**src/hw/rcr_pkg.sv**
```systemverilog
// package of constants and carrier types for the reset cause recorder
package rcr_pkg;
   // ----------------------------------------
   // register layout
   // ----------------------------------------
   localparam int RCR_WDT_BIT = 4;
   localparam int RCR_LVD_BIT = 0;
   localparam logic [7:0] RCR_CAUSE_RESET = 8'h00;
   localparam logic [7:0] RCR_LVD_RESET = 8'h00;
   localparam logic [7:0] RCR_IRQ_RESET = 8'h00;
   localparam logic [7:0] RCR_MASK_RESET = 8'hFF;
   localparam logic [7:0] RCR_PRIO_RESET = 8'hFF;
   // watchdog enable reset values chosen by option byte
   localparam logic [7:0] RCR_WATCHDOG_ENABLE_REG_OPT0 = 8'h1A;
   localparam logic [7:0] RCR_WATCHDOG_ENABLE_REG_OPT1 = 8'h9A;
   // power-up clear thresholds in millivolts, for reference
   localparam int RCR_CLEAR_LOW_MV = 1590;
   localparam int RCR_CLEAR_HIGH_MV = 2700;

   // ----------------------------------------
   // types
   // ----------------------------------------
   typedef enum logic [1:0]
   {
      RCR_PUC_HOLD = 2'b00,
      RCR_PUC_RUN = 2'b01
   } rcr_puc_state_t;

   typedef struct packed
   {
      logic pin;
      logic wdt;
      logic lvd;
   } rcr_req_t;

   typedef struct packed
   {
      logic [7:0] control;
      logic [7:0] level;
   } rcr_lvd_regs_t;
endpackage

```
**src/hw/rcr_top.sv**
```systemverilog
// reset cause recorder with power-up clear and reset-kind dependent initial values
`timescale 1ns/1ps
`default_nettype none
// What this block does
// - during reset the recorder state stays as the reset kind dictates.
// - a cause register remembers which internal sources made internal resets since it was last cleared.
// - the cause register is read as a whole byte by the processor.
// - the cause register becomes zero on pin reset, power-up clear and on a processor read of it with no set in the same cycle.
// - the watchdog flag sets on watchdog reset, holds on low-voltage reset, clears on pin or power-up clear.
// - the low-voltage flag sets on low-voltage reset, holds on watchdog reset, clears on pin or power-up clear.
// - low-voltage control and level registers clear on pin, power-up clear or watchdog reset, held on own reset.
// - the watchdog enable reset value follows an option byte bit.
// - interrupt request registers reset to 00h, mask and priority registers to ffh.
// - power-up clear holds reset at power-on and releases on the low or high comparator by option bit.
// - power-up clear asserts reset whenever supply falls below the low detect level.
// - in dual mode reset stays until the supply reaches the high level.
module rcr_top
   import rcr_pkg::*;
(
   input wire logic i_mclk,
   input wire logic i_srst,
   input wire logic i_pin_reset,
   input wire logic i_wdt_reset_req,
   input wire logic i_lvd_reset_req,
   input wire logic i_above_low,
   input wire logic i_above_high,
   input wire logic i_supply_threshold_select,
   input wire logic i_watchdog_enable_reg_option,
   input wire logic i_cause_read,
   input wire logic i_lvd_write,
   input wire logic [7:0] i_lvd_control_wdata,
   input wire logic [7:0] i_lvd_level_wdata,
   output logic [7:0] o_reset_cause_flags,
   output logic o_internal_reset,
   output logic o_power_up_clear,
   output logic [7:0] o_lowvolt_detect_control,
   output logic [7:0] o_lowvolt_level_select,
   output logic [7:0] o_watchdog_enable_init,
   output logic [7:0] o_interrupt_request_init,
   output logic [7:0] o_interrupt_mask_init,
   output logic [7:0] o_interrupt_priority_init
);

   // ----------------------------------------
   // power-up clear
   // ----------------------------------------
   rcr_puc_state_t puc_state;
   rcr_puc_state_t next_puc_state;
   logic puc;
   logic next_puc;

   always_comb
   begin
      next_puc_state = puc_state;
      case (puc_state)
         RCR_PUC_HOLD:
         begin
            // release level follows the mode, the fall level never does
            if (i_supply_threshold_select ? i_above_high : i_above_low)
            begin
               next_puc_state = RCR_PUC_RUN;
            end
         end
         RCR_PUC_RUN:
         begin
            if (!i_above_low)
            begin
               next_puc_state = RCR_PUC_HOLD;
            end
         end
         default:
         begin
            next_puc_state = RCR_PUC_HOLD;
         end
      endcase
      next_puc = (next_puc_state == RCR_PUC_HOLD);
   end

   always_ff @(posedge i_mclk)
   begin
      if (i_srst)
      begin
         puc_state <= RCR_PUC_HOLD;
         puc <= 1'b1;
      end
      else
      begin
         puc_state <= next_puc_state;
         puc <= next_puc;
      end
   end

   // ----------------------------------------
   // cause flags and low-voltage registers
   // ----------------------------------------
   rcr_req_t req;
   logic wdt_flag;
   logic lvd_flag;
   logic next_wdt_flag;
   logic next_lvd_flag;
   rcr_lvd_regs_t lvd_regs;
   rcr_lvd_regs_t next_lvd_regs;
   logic [7:0] cause;
   logic [7:0] next_cause;
   logic int_rst;
   logic next_int_rst;

   // low-voltage registers as left by a clearing reset
   function automatic rcr_lvd_regs_t lvd_cleared();
      return '{control: RCR_LVD_RESET, level: RCR_LVD_RESET};
   endfunction

   always_comb
   begin
      req = '{pin: i_pin_reset, wdt: i_wdt_reset_req, lvd: i_lvd_reset_req};
      next_wdt_flag = wdt_flag;
      next_lvd_flag = lvd_flag;
      next_lvd_regs = lvd_regs;
      if (i_cause_read)
      begin
         next_wdt_flag = 1'b0;
         next_lvd_flag = 1'b0;
      end
      if (i_lvd_write)
      begin
         next_lvd_regs = '{control: i_lvd_control_wdata, level: i_lvd_level_wdata};
      end
      // pin reset and power-up clear beat any set in the same cycle
      if (req.pin || puc)
      begin
         next_wdt_flag = 1'b0;
         next_lvd_flag = 1'b0;
         next_lvd_regs = lvd_cleared();
      end
      else
      begin
         // a set beats a read clear in the same cycle
         if (req.wdt)
         begin
            next_wdt_flag = 1'b1;
            // watchdog clear beats a write in the same cycle
            next_lvd_regs = lvd_cleared();
         end
         if (req.lvd)
         begin
            next_lvd_flag = 1'b1;
         end
      end
      next_cause = 8'h00;
      next_cause[RCR_WDT_BIT] = next_wdt_flag;
      next_cause[RCR_LVD_BIT] = next_lvd_flag;
      // internal reset follows every source and the power-up clear
      next_int_rst = next_puc || req.pin || req.wdt || req.lvd;
   end

   always_ff @(posedge i_mclk)
   begin
      if (i_srst)
      begin
         wdt_flag <= 1'b0;
         lvd_flag <= 1'b0;
         lvd_regs <= lvd_cleared();
         cause <= RCR_CAUSE_RESET;
         int_rst <= 1'b1;
      end
      else
      begin
         wdt_flag <= next_wdt_flag;
         lvd_flag <= next_lvd_flag;
         lvd_regs <= next_lvd_regs;
         cause <= next_cause;
         int_rst <= next_int_rst;
      end
   end

   // ----------------------------------------
   // reset values for neighbouring registers
   // ----------------------------------------
   logic [7:0] watchdog_enable_reg_init;
   logic [7:0] next_watchdog_enable_reg_init;

   always_comb
   begin
      next_watchdog_enable_reg_init = i_watchdog_enable_reg_option ? RCR_WATCHDOG_ENABLE_REG_OPT1 : RCR_WATCHDOG_ENABLE_REG_OPT0;
   end

   always_ff @(posedge i_mclk)
   begin
      if (i_srst)
      begin
         // option bit is honoured while reset is held as well
         watchdog_enable_reg_init <= next_watchdog_enable_reg_init;
      end
      else
      begin
         watchdog_enable_reg_init <= next_watchdog_enable_reg_init;
      end
   end

   // ----------------------------------------
   // outputs
   // ----------------------------------------

   assign o_reset_cause_flags = cause;
   assign o_internal_reset = int_rst;
   assign o_power_up_clear = puc;
   assign o_lowvolt_detect_control = lvd_regs.control;
   assign o_lowvolt_level_select = lvd_regs.level;
   assign o_watchdog_enable_init = watchdog_enable_reg_init;

   always_ff @(posedge i_mclk)
   begin
      // fixed reset values for the interrupt flag registers
      o_interrupt_request_init <= RCR_IRQ_RESET;
      o_interrupt_mask_init <= RCR_MASK_RESET;
      o_interrupt_priority_init <= RCR_PRIO_RESET;
   end

endmodule // rcr_top
`default_nettype wire

```
**config.mk**
```make
export PLATFORM = sky130hd
export DESIGN_NAME = rcr_top
export DESIGN_NICKNAME = d
export VERILOG_FILES = /design/src/hw/rcr_pkg.sv /design/src/hw/rcr_top.sv
export SDC_FILE = /design/constraint.sdc
export NUM_CORES = 1
export LEC_CHECK = 0
export ABC_AREA = 1
export BUFFER_PORTS_ARGS = -buffer_cell sky130_fd_sc_hd__buf_4
export CORE_MARGIN = 10
export CORE_UTILIZATION = 40
export CTS_CLUSTER_SIZE = 30
export DETAILED_ROUTE_END_ITERATION = 6
export PLACE_DENSITY = 0.79
export SLEW_MARGIN = 20
export SYNTH_ARGS = -nofsm -noshare
export SYNTH_HDL_FRONTEND = slang
export SYNTH_SLANG_ARGS = --single-unit
```
**constraint.sdc**
```tcl
create_clock -name i_mclk -period 0.8 [get_ports i_mclk]
set_input_delay 0.04 -clock i_mclk [delete_from_list [all_inputs] [get_ports i_mclk]]
set_output_delay 0.04 -clock i_mclk [all_outputs]
set_load 0.02 [all_outputs]
```
# --- Yosys cells after proc, flatten, opt, wreduce, memory -nomap -nowiden ---
# Index checks and enable logic that the tools add are counted.
# W data, S select, Z words.
word_totals:
  ff_bits: 38
  elab_cells: 29
op_classes:
  n_eq_ne: 1
  mux: 11
  n_reduce_logical: 7
op_table:
  columns: ["op", "count"]
  rows:
  - ["$mux W8", 1]
  - ["$mux W1", 7]
  - ["$logic_not A2 Y1", 2]
  - ["$logic_or A1 B1 Y1", 4]
  - ["$mux W2", 2]
  - ["$pmux W2 S2", 1]
  - ["$reduce_or A3 Y1", 1]
  - ["$eq A2 B1 Y1 const B", 1]

# --- Logic depth before layout (Yosys ltp) ---
# Gate-level depths: netlist of run 1.
depth:
  ltp_word: 7
  depth_mapped: 6
  ltp_nobuf: 5

# --- Worst setup path before layout of run 1 ---
# No wires, ideal clock.
synth_path:
  path_kind: "register -> register"
  start: "reg puc, in the netlist o_power_up_clear"
  end: "reg lvd_regs, in the netlist o_lowvolt_detect_control[1]"
  t_arrival_ns: 0.786
  required_ns: 0.684
  path_slack_ns: -0.102
  path_stages_with_launch: 5
  path_buffers: 1
  cell_sequence: "dfxtp_1 nor2_4 nand2_4 buf_6 nor2_1"
synth_via:
  elab_chain_len: 2
synth_lines:
  columns: ["element", "line", "rtl"]
  rows:
  - ["start, declared", "rcr_top.sv:49", "logic puc;"]
  - ["start signal, assigned", "rcr_top.sv:89", "puc <= next_puc;"]
  - ["$logic_or A1 B1 Y1", "rcr_top.sv:129", "if (req.pin || puc)"]
  - ["$reduce_or A3 Y1 (no line)", null, null]
  - ["end signal, assigned", "rcr_top.sv:162", "lvd_regs <= lvd_cleared();"]
  - ["end signal, assigned", "rcr_top.sv:170", "lvd_regs <= next_lvd_regs;"]
  - ["end, declared", "rcr_top.sv:101", "rcr_lvd_regs_t lvd_regs;"]
# Every way passes these cells.
# A chain may end at the register's enable or synchronous reset.

# --- Final worst setup path of run 1 ---
layout_path:
  start: "reg puc, in the netlist o_power_up_clear"
  end: "out o_power_up_clear"
layout_rtl:
  columns: ["element", "line", "rtl"]
  rows:
  - ["end, declared", "rcr_top.sv:35", "output logic o_power_up_clear,"]
# No word-level cell between the ends.

==> flow_summary_export.csv, run 1 <==
group,metric,value,unit
sta,timing.setup.tns,-0.312,ns
layout,fillers,245,
sta,hold_ws,0.0227,ns
sta,rsz0062_at_grt,"yes",
worst_setup_path,arrival,0.81,ns
sta,setup_ws,-0.0472,ns
clock_network,clock_tree.root_cell,"clkbuf_4",
layout,fin_util,56.4,%
pwr,netSwitchingFraction,28.9,%
route,drtPass1Iterations,2,
sta,final.setup_skew,0.00895,ns
route,vias,920,
worst_hold_path,hp-class,"input port to register",
placed_design,place_inst,214,
sta,setup_violations,20,
yosys,synth_cell_types,15,
sta,hold_viol,0,
route,drt_wl_total,2.82,mm
worst_setup_path,critPathKind,"register to primary output",
die,core,0.00278,mm²
layout,final_area,0.00157,mm²
global_routing,grt_max_degree,18,
route,vias_per_cell,4.11,
pwr,switching_power,0.000617,W
layout,fin_cells,224,
clock_network,h-tree-depth,1,
layout,drive_gt1_share,40.9,%
route,drcViolationCount,0,
worst_setup_path,required,0.76,ns
sta,fin_crit_sh,106,%
worst_setup_path,critical_path.max_fanout,2,
die,num_io_pins,85,
yosys,ys_seq_area_share,39.1,%
pwr,cellPowerDensity,1360,mW/mm²
clock_network,clk_pin_slew,0.11,ns
yosys,ys_top_cells_by_area,"dfxtp_1 39%, buf_4 26%, a21boi_0 7.0%",
die,die_h,74.2,µm
worst_setup_path,start_kind,"register",
yosys,avgSynthCellArea,8.22,µm²
worst_setup_path,cpMaxStageDelayCell,"dfxtp_2",
clock_network,clock_sinks,23,
sta,report.final.slew_viol_count,0,
worst_setup_path,cp_cell_sequence,"buf_6",
global_routing,track_usage,9.92,%
global_routing,overflow,0,
clock_network,cts_tree,"done",
route,post_drt_wl_per_cell,12.6,µm
layout,nNetsFinal,221,
pwr,p_leak,0.791,nW
yosys,netlist_area,0.00118,mm²
worst_setup_path,max_stage_delay,0.38,ns
clock_network,clk_latency,0.31,ns
pwr,power.internal,0.00151,W
yosys,synth_top_area_share,39.1,%
pwr,pwr-share-comb,20.4,%
global_routing,grt_pass1_wl,4.38,mm
pwr,clkPwrFrac,24.7,%
die,die_area,0.00551,mm²
die,fp.dieW,74.2,µm
die,row_count,19,
pwr,seq_power_share,55.0,%
global_routing,grt_pass1_vias,1008,
placed_design,place_area,0.00137,mm²
global_routing,antenna_found_initial,0,
clock_network,cts_buffers,3,
yosys,synth_warnings,0,
run_status,violations,"negative setup slack",
sta,min_period,0.847,ns
clock_network,clockBufferDepth,2,
yosys,synth_seq_cells,23,
run_status,status,"complete, but fails checks",
route,drtIter0Drc,47,
layout,diodes,0,
placed_design,post-dp-hpwl,2.29,mm
layout,area_growth,33.4,%
placed_design,place_congestion,0.754,
route,antenna_left,0,
yosys,synth_top_area_cell,"dfxtp_1",
layout,multiInputGateArea,487,µm²
yosys,synth_cells,143,
placed_design,io_buffer_count,47,
flow_run,maxCapViolCount,0,
worst_setup_path,setup.worst_path.end_class,"primary output",
worst_setup_path,timing.critical_path.max_delay_family,"flip-flops",
worst_setup_path,critPathBufInv,1,
die,initial_utilization,42.3,%
layout,ff_latch_area,487,µm²
pwr,ir_drop,844,µV
sta,max_freq,1180,MHz
sequential cells by signal (all words and copies together) (netlist names):
signal	count
o_internal_reset	1
o_lowvolt_detect_control	8
o_lowvolt_level_select	8
o_power_up_clear	1
o_reset_cause_flags	1
o_watchdog_enable_init	1
puc_state	2
wdt_flag	1
power groups by stage:
stage | sequential [W] | combinational [W] | clock (W)
2_1_floorplan | 0.00121 | 0.000409 | 0
3_3_place_gp | 0.00119 | 0.000396 | 0
3_5_place_dp | 0.00120 | 0.000398 | 0
4_1_cts | 0.00117 | 0.000425 | 0.000551
5_1_grt | 0.00117 | 0.000480 | 0.000587
6_report | 0.00117 | 0.000434 | 0.000525
worst paths after layout:
path | from | end | slack, ns | cells after the start
max | o_power_up_clear | o_power_up_clear | -0.05 | 1
min | i_above_low | o_power_up_clear | 0.02 | 4
max reg2reg | o_power_up_clear | o_lowvolt_detect_control[7] | 0.01 | 3
min reg2reg | puc_state[1] | o_power_up_clear | 0.48 | 2
cell families (layout without fill, tap and decap cells):
| family | count (synthesis) | in the layout | share of synthesized area [%] |
|---|---|---|---|
| AOI/OAI and AO/OA | 18 | 18 | 11.1 |
| other | 2 | 38 | 0.639 |
| and+or+nand+nor | 46 | 46 | 17.2 |
| buffers and inverters | 54 | 68 | 31.9 |
| DFF | 23 | 23 | 39.1 |
final cells by class:
cell class | instances | area share [%]
repair buffers | 53 | 31.2
well taps | 31 | 2.47
inverters | 11 | 2.63
multi-input cells | 102 | 31.0
flip-flops and latches | 23 | 31.0
clock buffers | 4 | 1.67
worst min-delay path, delay by kind of cell:
kind                   cells  cell delay [ns]
buffers and inverters      2             0.11
and+or+nand+nor            2             0.14
per-layer routing:
| layer | track usage [%] | vias to the layer above | part of all wire [%] |
|---|---|---|---|
| li1 | - | 463 | - |
| met1 | 10.5 | 403 | 36 |
| met2 | 16.9 | 50 | 48 |
| met3 | 4.65 | 4 | 14 |
| met4 | 3.66 | 0 | 1.1 |
| met5 | 0 | - | 0 |
layout by cell type, fill, tap and decap left out, types with 2 or more instances in the layout:
cell type       n
a21boi_0       11
a21boi_1        5
a21oi_1         2
buf_4          27
buf_6          21
clkbuf_4        3
conb_1         38
dfxtp_1         2
dfxtp_2        21
dlygate4sd3_1   5
inv_1           8
inv_2           3
nand2_1        18
nand3_1         2
nand4_1         2
nor2_1         20
stage by stage:
stage          total power (W)  setup WS, ns
6_report               0.00213       -0.0472
5_1_grt                0.00224       -0.0871
4_1_cts                0.00215       -0.0660
3_5_place_dp           0.00159        0.0309
3_3_place_gp           0.00159        0.0587
2_1_floorplan          0.00161      -0.00550
Yosys cell counts:
| cell type | count |
|---|---|
| nand2_1 | 19 |
| a21oi_1 | 2 |
| a21boi_0 | 11 |
| dfxtp_1 | 23 |
| nand4_1 | 2 |
| inv_1 | 8 |
| conb_1 | 2 |
| nor2_1 | 20 |
| nor2_4 | 1 |
| nand2_4 | 2 |
| a21boi_1 | 5 |
| buf_4 | 40 |
| inv_2 | 3 |
| nand3_1 | 2 |
| buf_6 | 3 |
timing repair:
item,CTS,global route
setup endpoints to repair,21,39
hold endpoints to repair,5,0
resized for setup,41,2
pin swaps,0,1
setup buffers,2,0
hold buffers,5,0
Note: power is estimated with default switching activity, not from simulation.
==> inputs of run 2 (changes only) <==
--- a/config.mk
+++ b/config.mk
@@ -12,6 +12,7 @@
 export CTS_CLUSTER_SIZE = 30
 export DETAILED_ROUTE_END_ITERATION = 6
 export PLACE_DENSITY = 0.79
+export SETUP_SLACK_MARGIN = 0.05
 export SLEW_MARGIN = 20
 export SYNTH_ARGS = -nofsm -noshare
 export SYNTH_HDL_FRONTEND = slang
==> run 2 against run 1 <==
The run still ends with negative setup slack left. Via count fell by 0.33%. Largest power group unchanged. Combinational power rose by 3%. Clock skew fell by 0.0015 ns. Sequential power barely moved. Critical path type unchanged. Power rose by 0.81%. Clock-buffer cell count fell by 1. Die area did not move. Non-clock buffer count fell by 1.
==> flow_summary_export.csv, run 2 (synthesis results as in run 1) <==
group,metric,value,unit
placed_design,place_congestion,0.685,
die,fp.dieW,74.2,µm
placed_design,place_area,0.00137,mm²
sta,setup_violations,23,
sta,min_period,0.845,ns
run_status,status,"complete, but fails checks",
worst_setup_path,setup.worst_path.end_class,"primary output",
layout,area_growth,35.7,%
worst_setup_path,critPathKind,"register to primary output",
run_status,violations,"negative setup slack",
sta,fin_crit_sh,106,%
global_routing,track_usage,9.86,%
clock_network,cts_buffers,3,
clock_network,cts_setup_buffers,0,
die,die_area,0.00551,mm²
die,die_h,74.2,µm
layout,final_cell_mix,"38 x conb_1, 26 x buf_4, 21 x dfxtp_2, 21 x buf_6, 17 x nand2_1",
layout,drive_gt1_share,46.1,%
clock_network,clk_latency,0.31,ns
clock_network,clockBufferDepth,2,
layout,final_common_cell,"conb_1",
die,row_count,19,
worst_setup_path,start_kind,"register",
die,core,0.00278,mm²
clock_network,clock_tree.root_cell,"clkbuf_4",
layout,fin_cells,224,
die,num_io_pins,85,
route,drt_wl_total,2.88,mm
worst_setup_path,arrival,0.81,ns
global_routing,grt_pass1_wl,4.31,mm
route,drcViolationCount,0,
worst_setup_path,critPathBufInv,1,
route,post_drt_wl_per_cell,12.9,µm
flow_run,maxCapViolCount,0,
clock_network,clk_pin_slew,0.12,ns
placed_design,place_inst,214,
route,antenna_left,0,
sta,timing.setup.tns,-0.384,ns
placed_design,pre_cts_slack,0.0198,ns
clock_network,h-tree-depth,1,
route,drtPass1Iterations,2,
global_routing,grt_max_degree,18,
sta,final.setup_skew,0.00745,ns
sta,rsz0062_at_grt,"yes",
clock_network,cts_tree,"done",
worst_setup_path,max_stage_delay,0.37,ns
layout,diodes,0,
global_routing,antenna_found_initial,0,
pwr,ir_drop,856,µV
pwr,cellPowerDensity,1350,mW/mm²
worst_setup_path,timing.critical_path.max_delay_family,"flip-flops",
route,vias,917,
clock_network,clock_sinks,23,
layout,fillers,261,
route,drtIter0Drc,28,
layout,final_area,0.00160,mm²
worst_setup_path,cpMaxStageDelayCell,"dfxtp_4",
worst_setup_path,cp_cell_sequence,"buf_6",
placed_design,io_buffer_count,47,
worst_setup_path,critical_path.max_fanout,2,
sta,hold_viol,0,
sta,report.final.slew_viol_count,0,
global_routing,overflow,0,
worst_hold_path,hp-class,"input port to register",
placed_design,post-dp-hpwl,2.18,mm
die,initial_utilization,42.3,%
pwr,p_leak,0.813,nW
global_routing,grt_pass1_vias,982,
sta,setup_ws,-0.0452,ns
sta,max_freq,1180,MHz
route,vias_per_cell,4.09,
layout,nNetsFinal,221,
worst_setup_path,required,0.76,ns
[run 2: cell count changes in the layout (fill, tap and decap cells not counted), sizes merged]
cell	change
clkinv	+1
nand2	+1
clkbuf	-1
buf	-1
[run 2: path summary, 6_finish.rpt]
kind              slack [ns]  depth (start not counted)             start                         to
setup / recovery       -0.05                          1  o_power_up_clear           o_power_up_clear
hold / removal          0.02                          4       i_above_low           o_power_up_clear
setup reg to reg       -0.01                          3  o_power_up_clear  o_lowvolt_level_select[3]
hold reg to reg         0.49                          2      puc_state[1]           o_power_up_clear
[run 2: layer usage]
metal  track usage (%)  share of wire, %  vias up
li1                  -                 -      465
met1              9.75                37      398
met2              17.0                48       50
met3              3.99                13        4
met4              6.10               2.0        0
met5                 0                 0        -
[run 2: layout make-up]
class	instances	area (µm²)	share of cell area, %
clock buffers	3	22.5	1.41
clock inverters	1	5.00	0.313
inverters	11	41.3	2.59
multi-input cells	103	517	32.4
flip-flops and latches	23	490	30.7
well taps	31	38.8	2.43
repair buffers	52	482	30.2
[run 2: power breakdown]
group	switching [W]	total (W)	leakage (nW)	internal, W
registers	0.00000914	0.00117	0.196	0.00116
clock network	0.000342	0.000529	0.0177	0.000187
logic	0.000286	0.000449	0.599	0.000164
total	0.000637	0.00215	0.813	0.00151
[run 2: timing repair]
item | CTS | global route
gates resized for setup | 42 | 12
endpoints found under the setup margin | 37 | 41
hold buffers | 5 | 0
gates cloned | 1 | 0
pin swaps | 8 | 4
endpoints found under the hold margin | 5 | 0
[run 2: metrics by stage]
step	util, %	power (W)	hold slack (ns)
3_5_place_dp	49.3	0.00159	0.146
3_3_place_gp	49.3	0.00159	0.145
5_1_grt	57.4	0.00226	0.0366
2_1_floorplan	-	0.00161	0.0677
4_1_cts	56.3	0.00216	0.00169
6_report	57.4	0.00215	0.0246
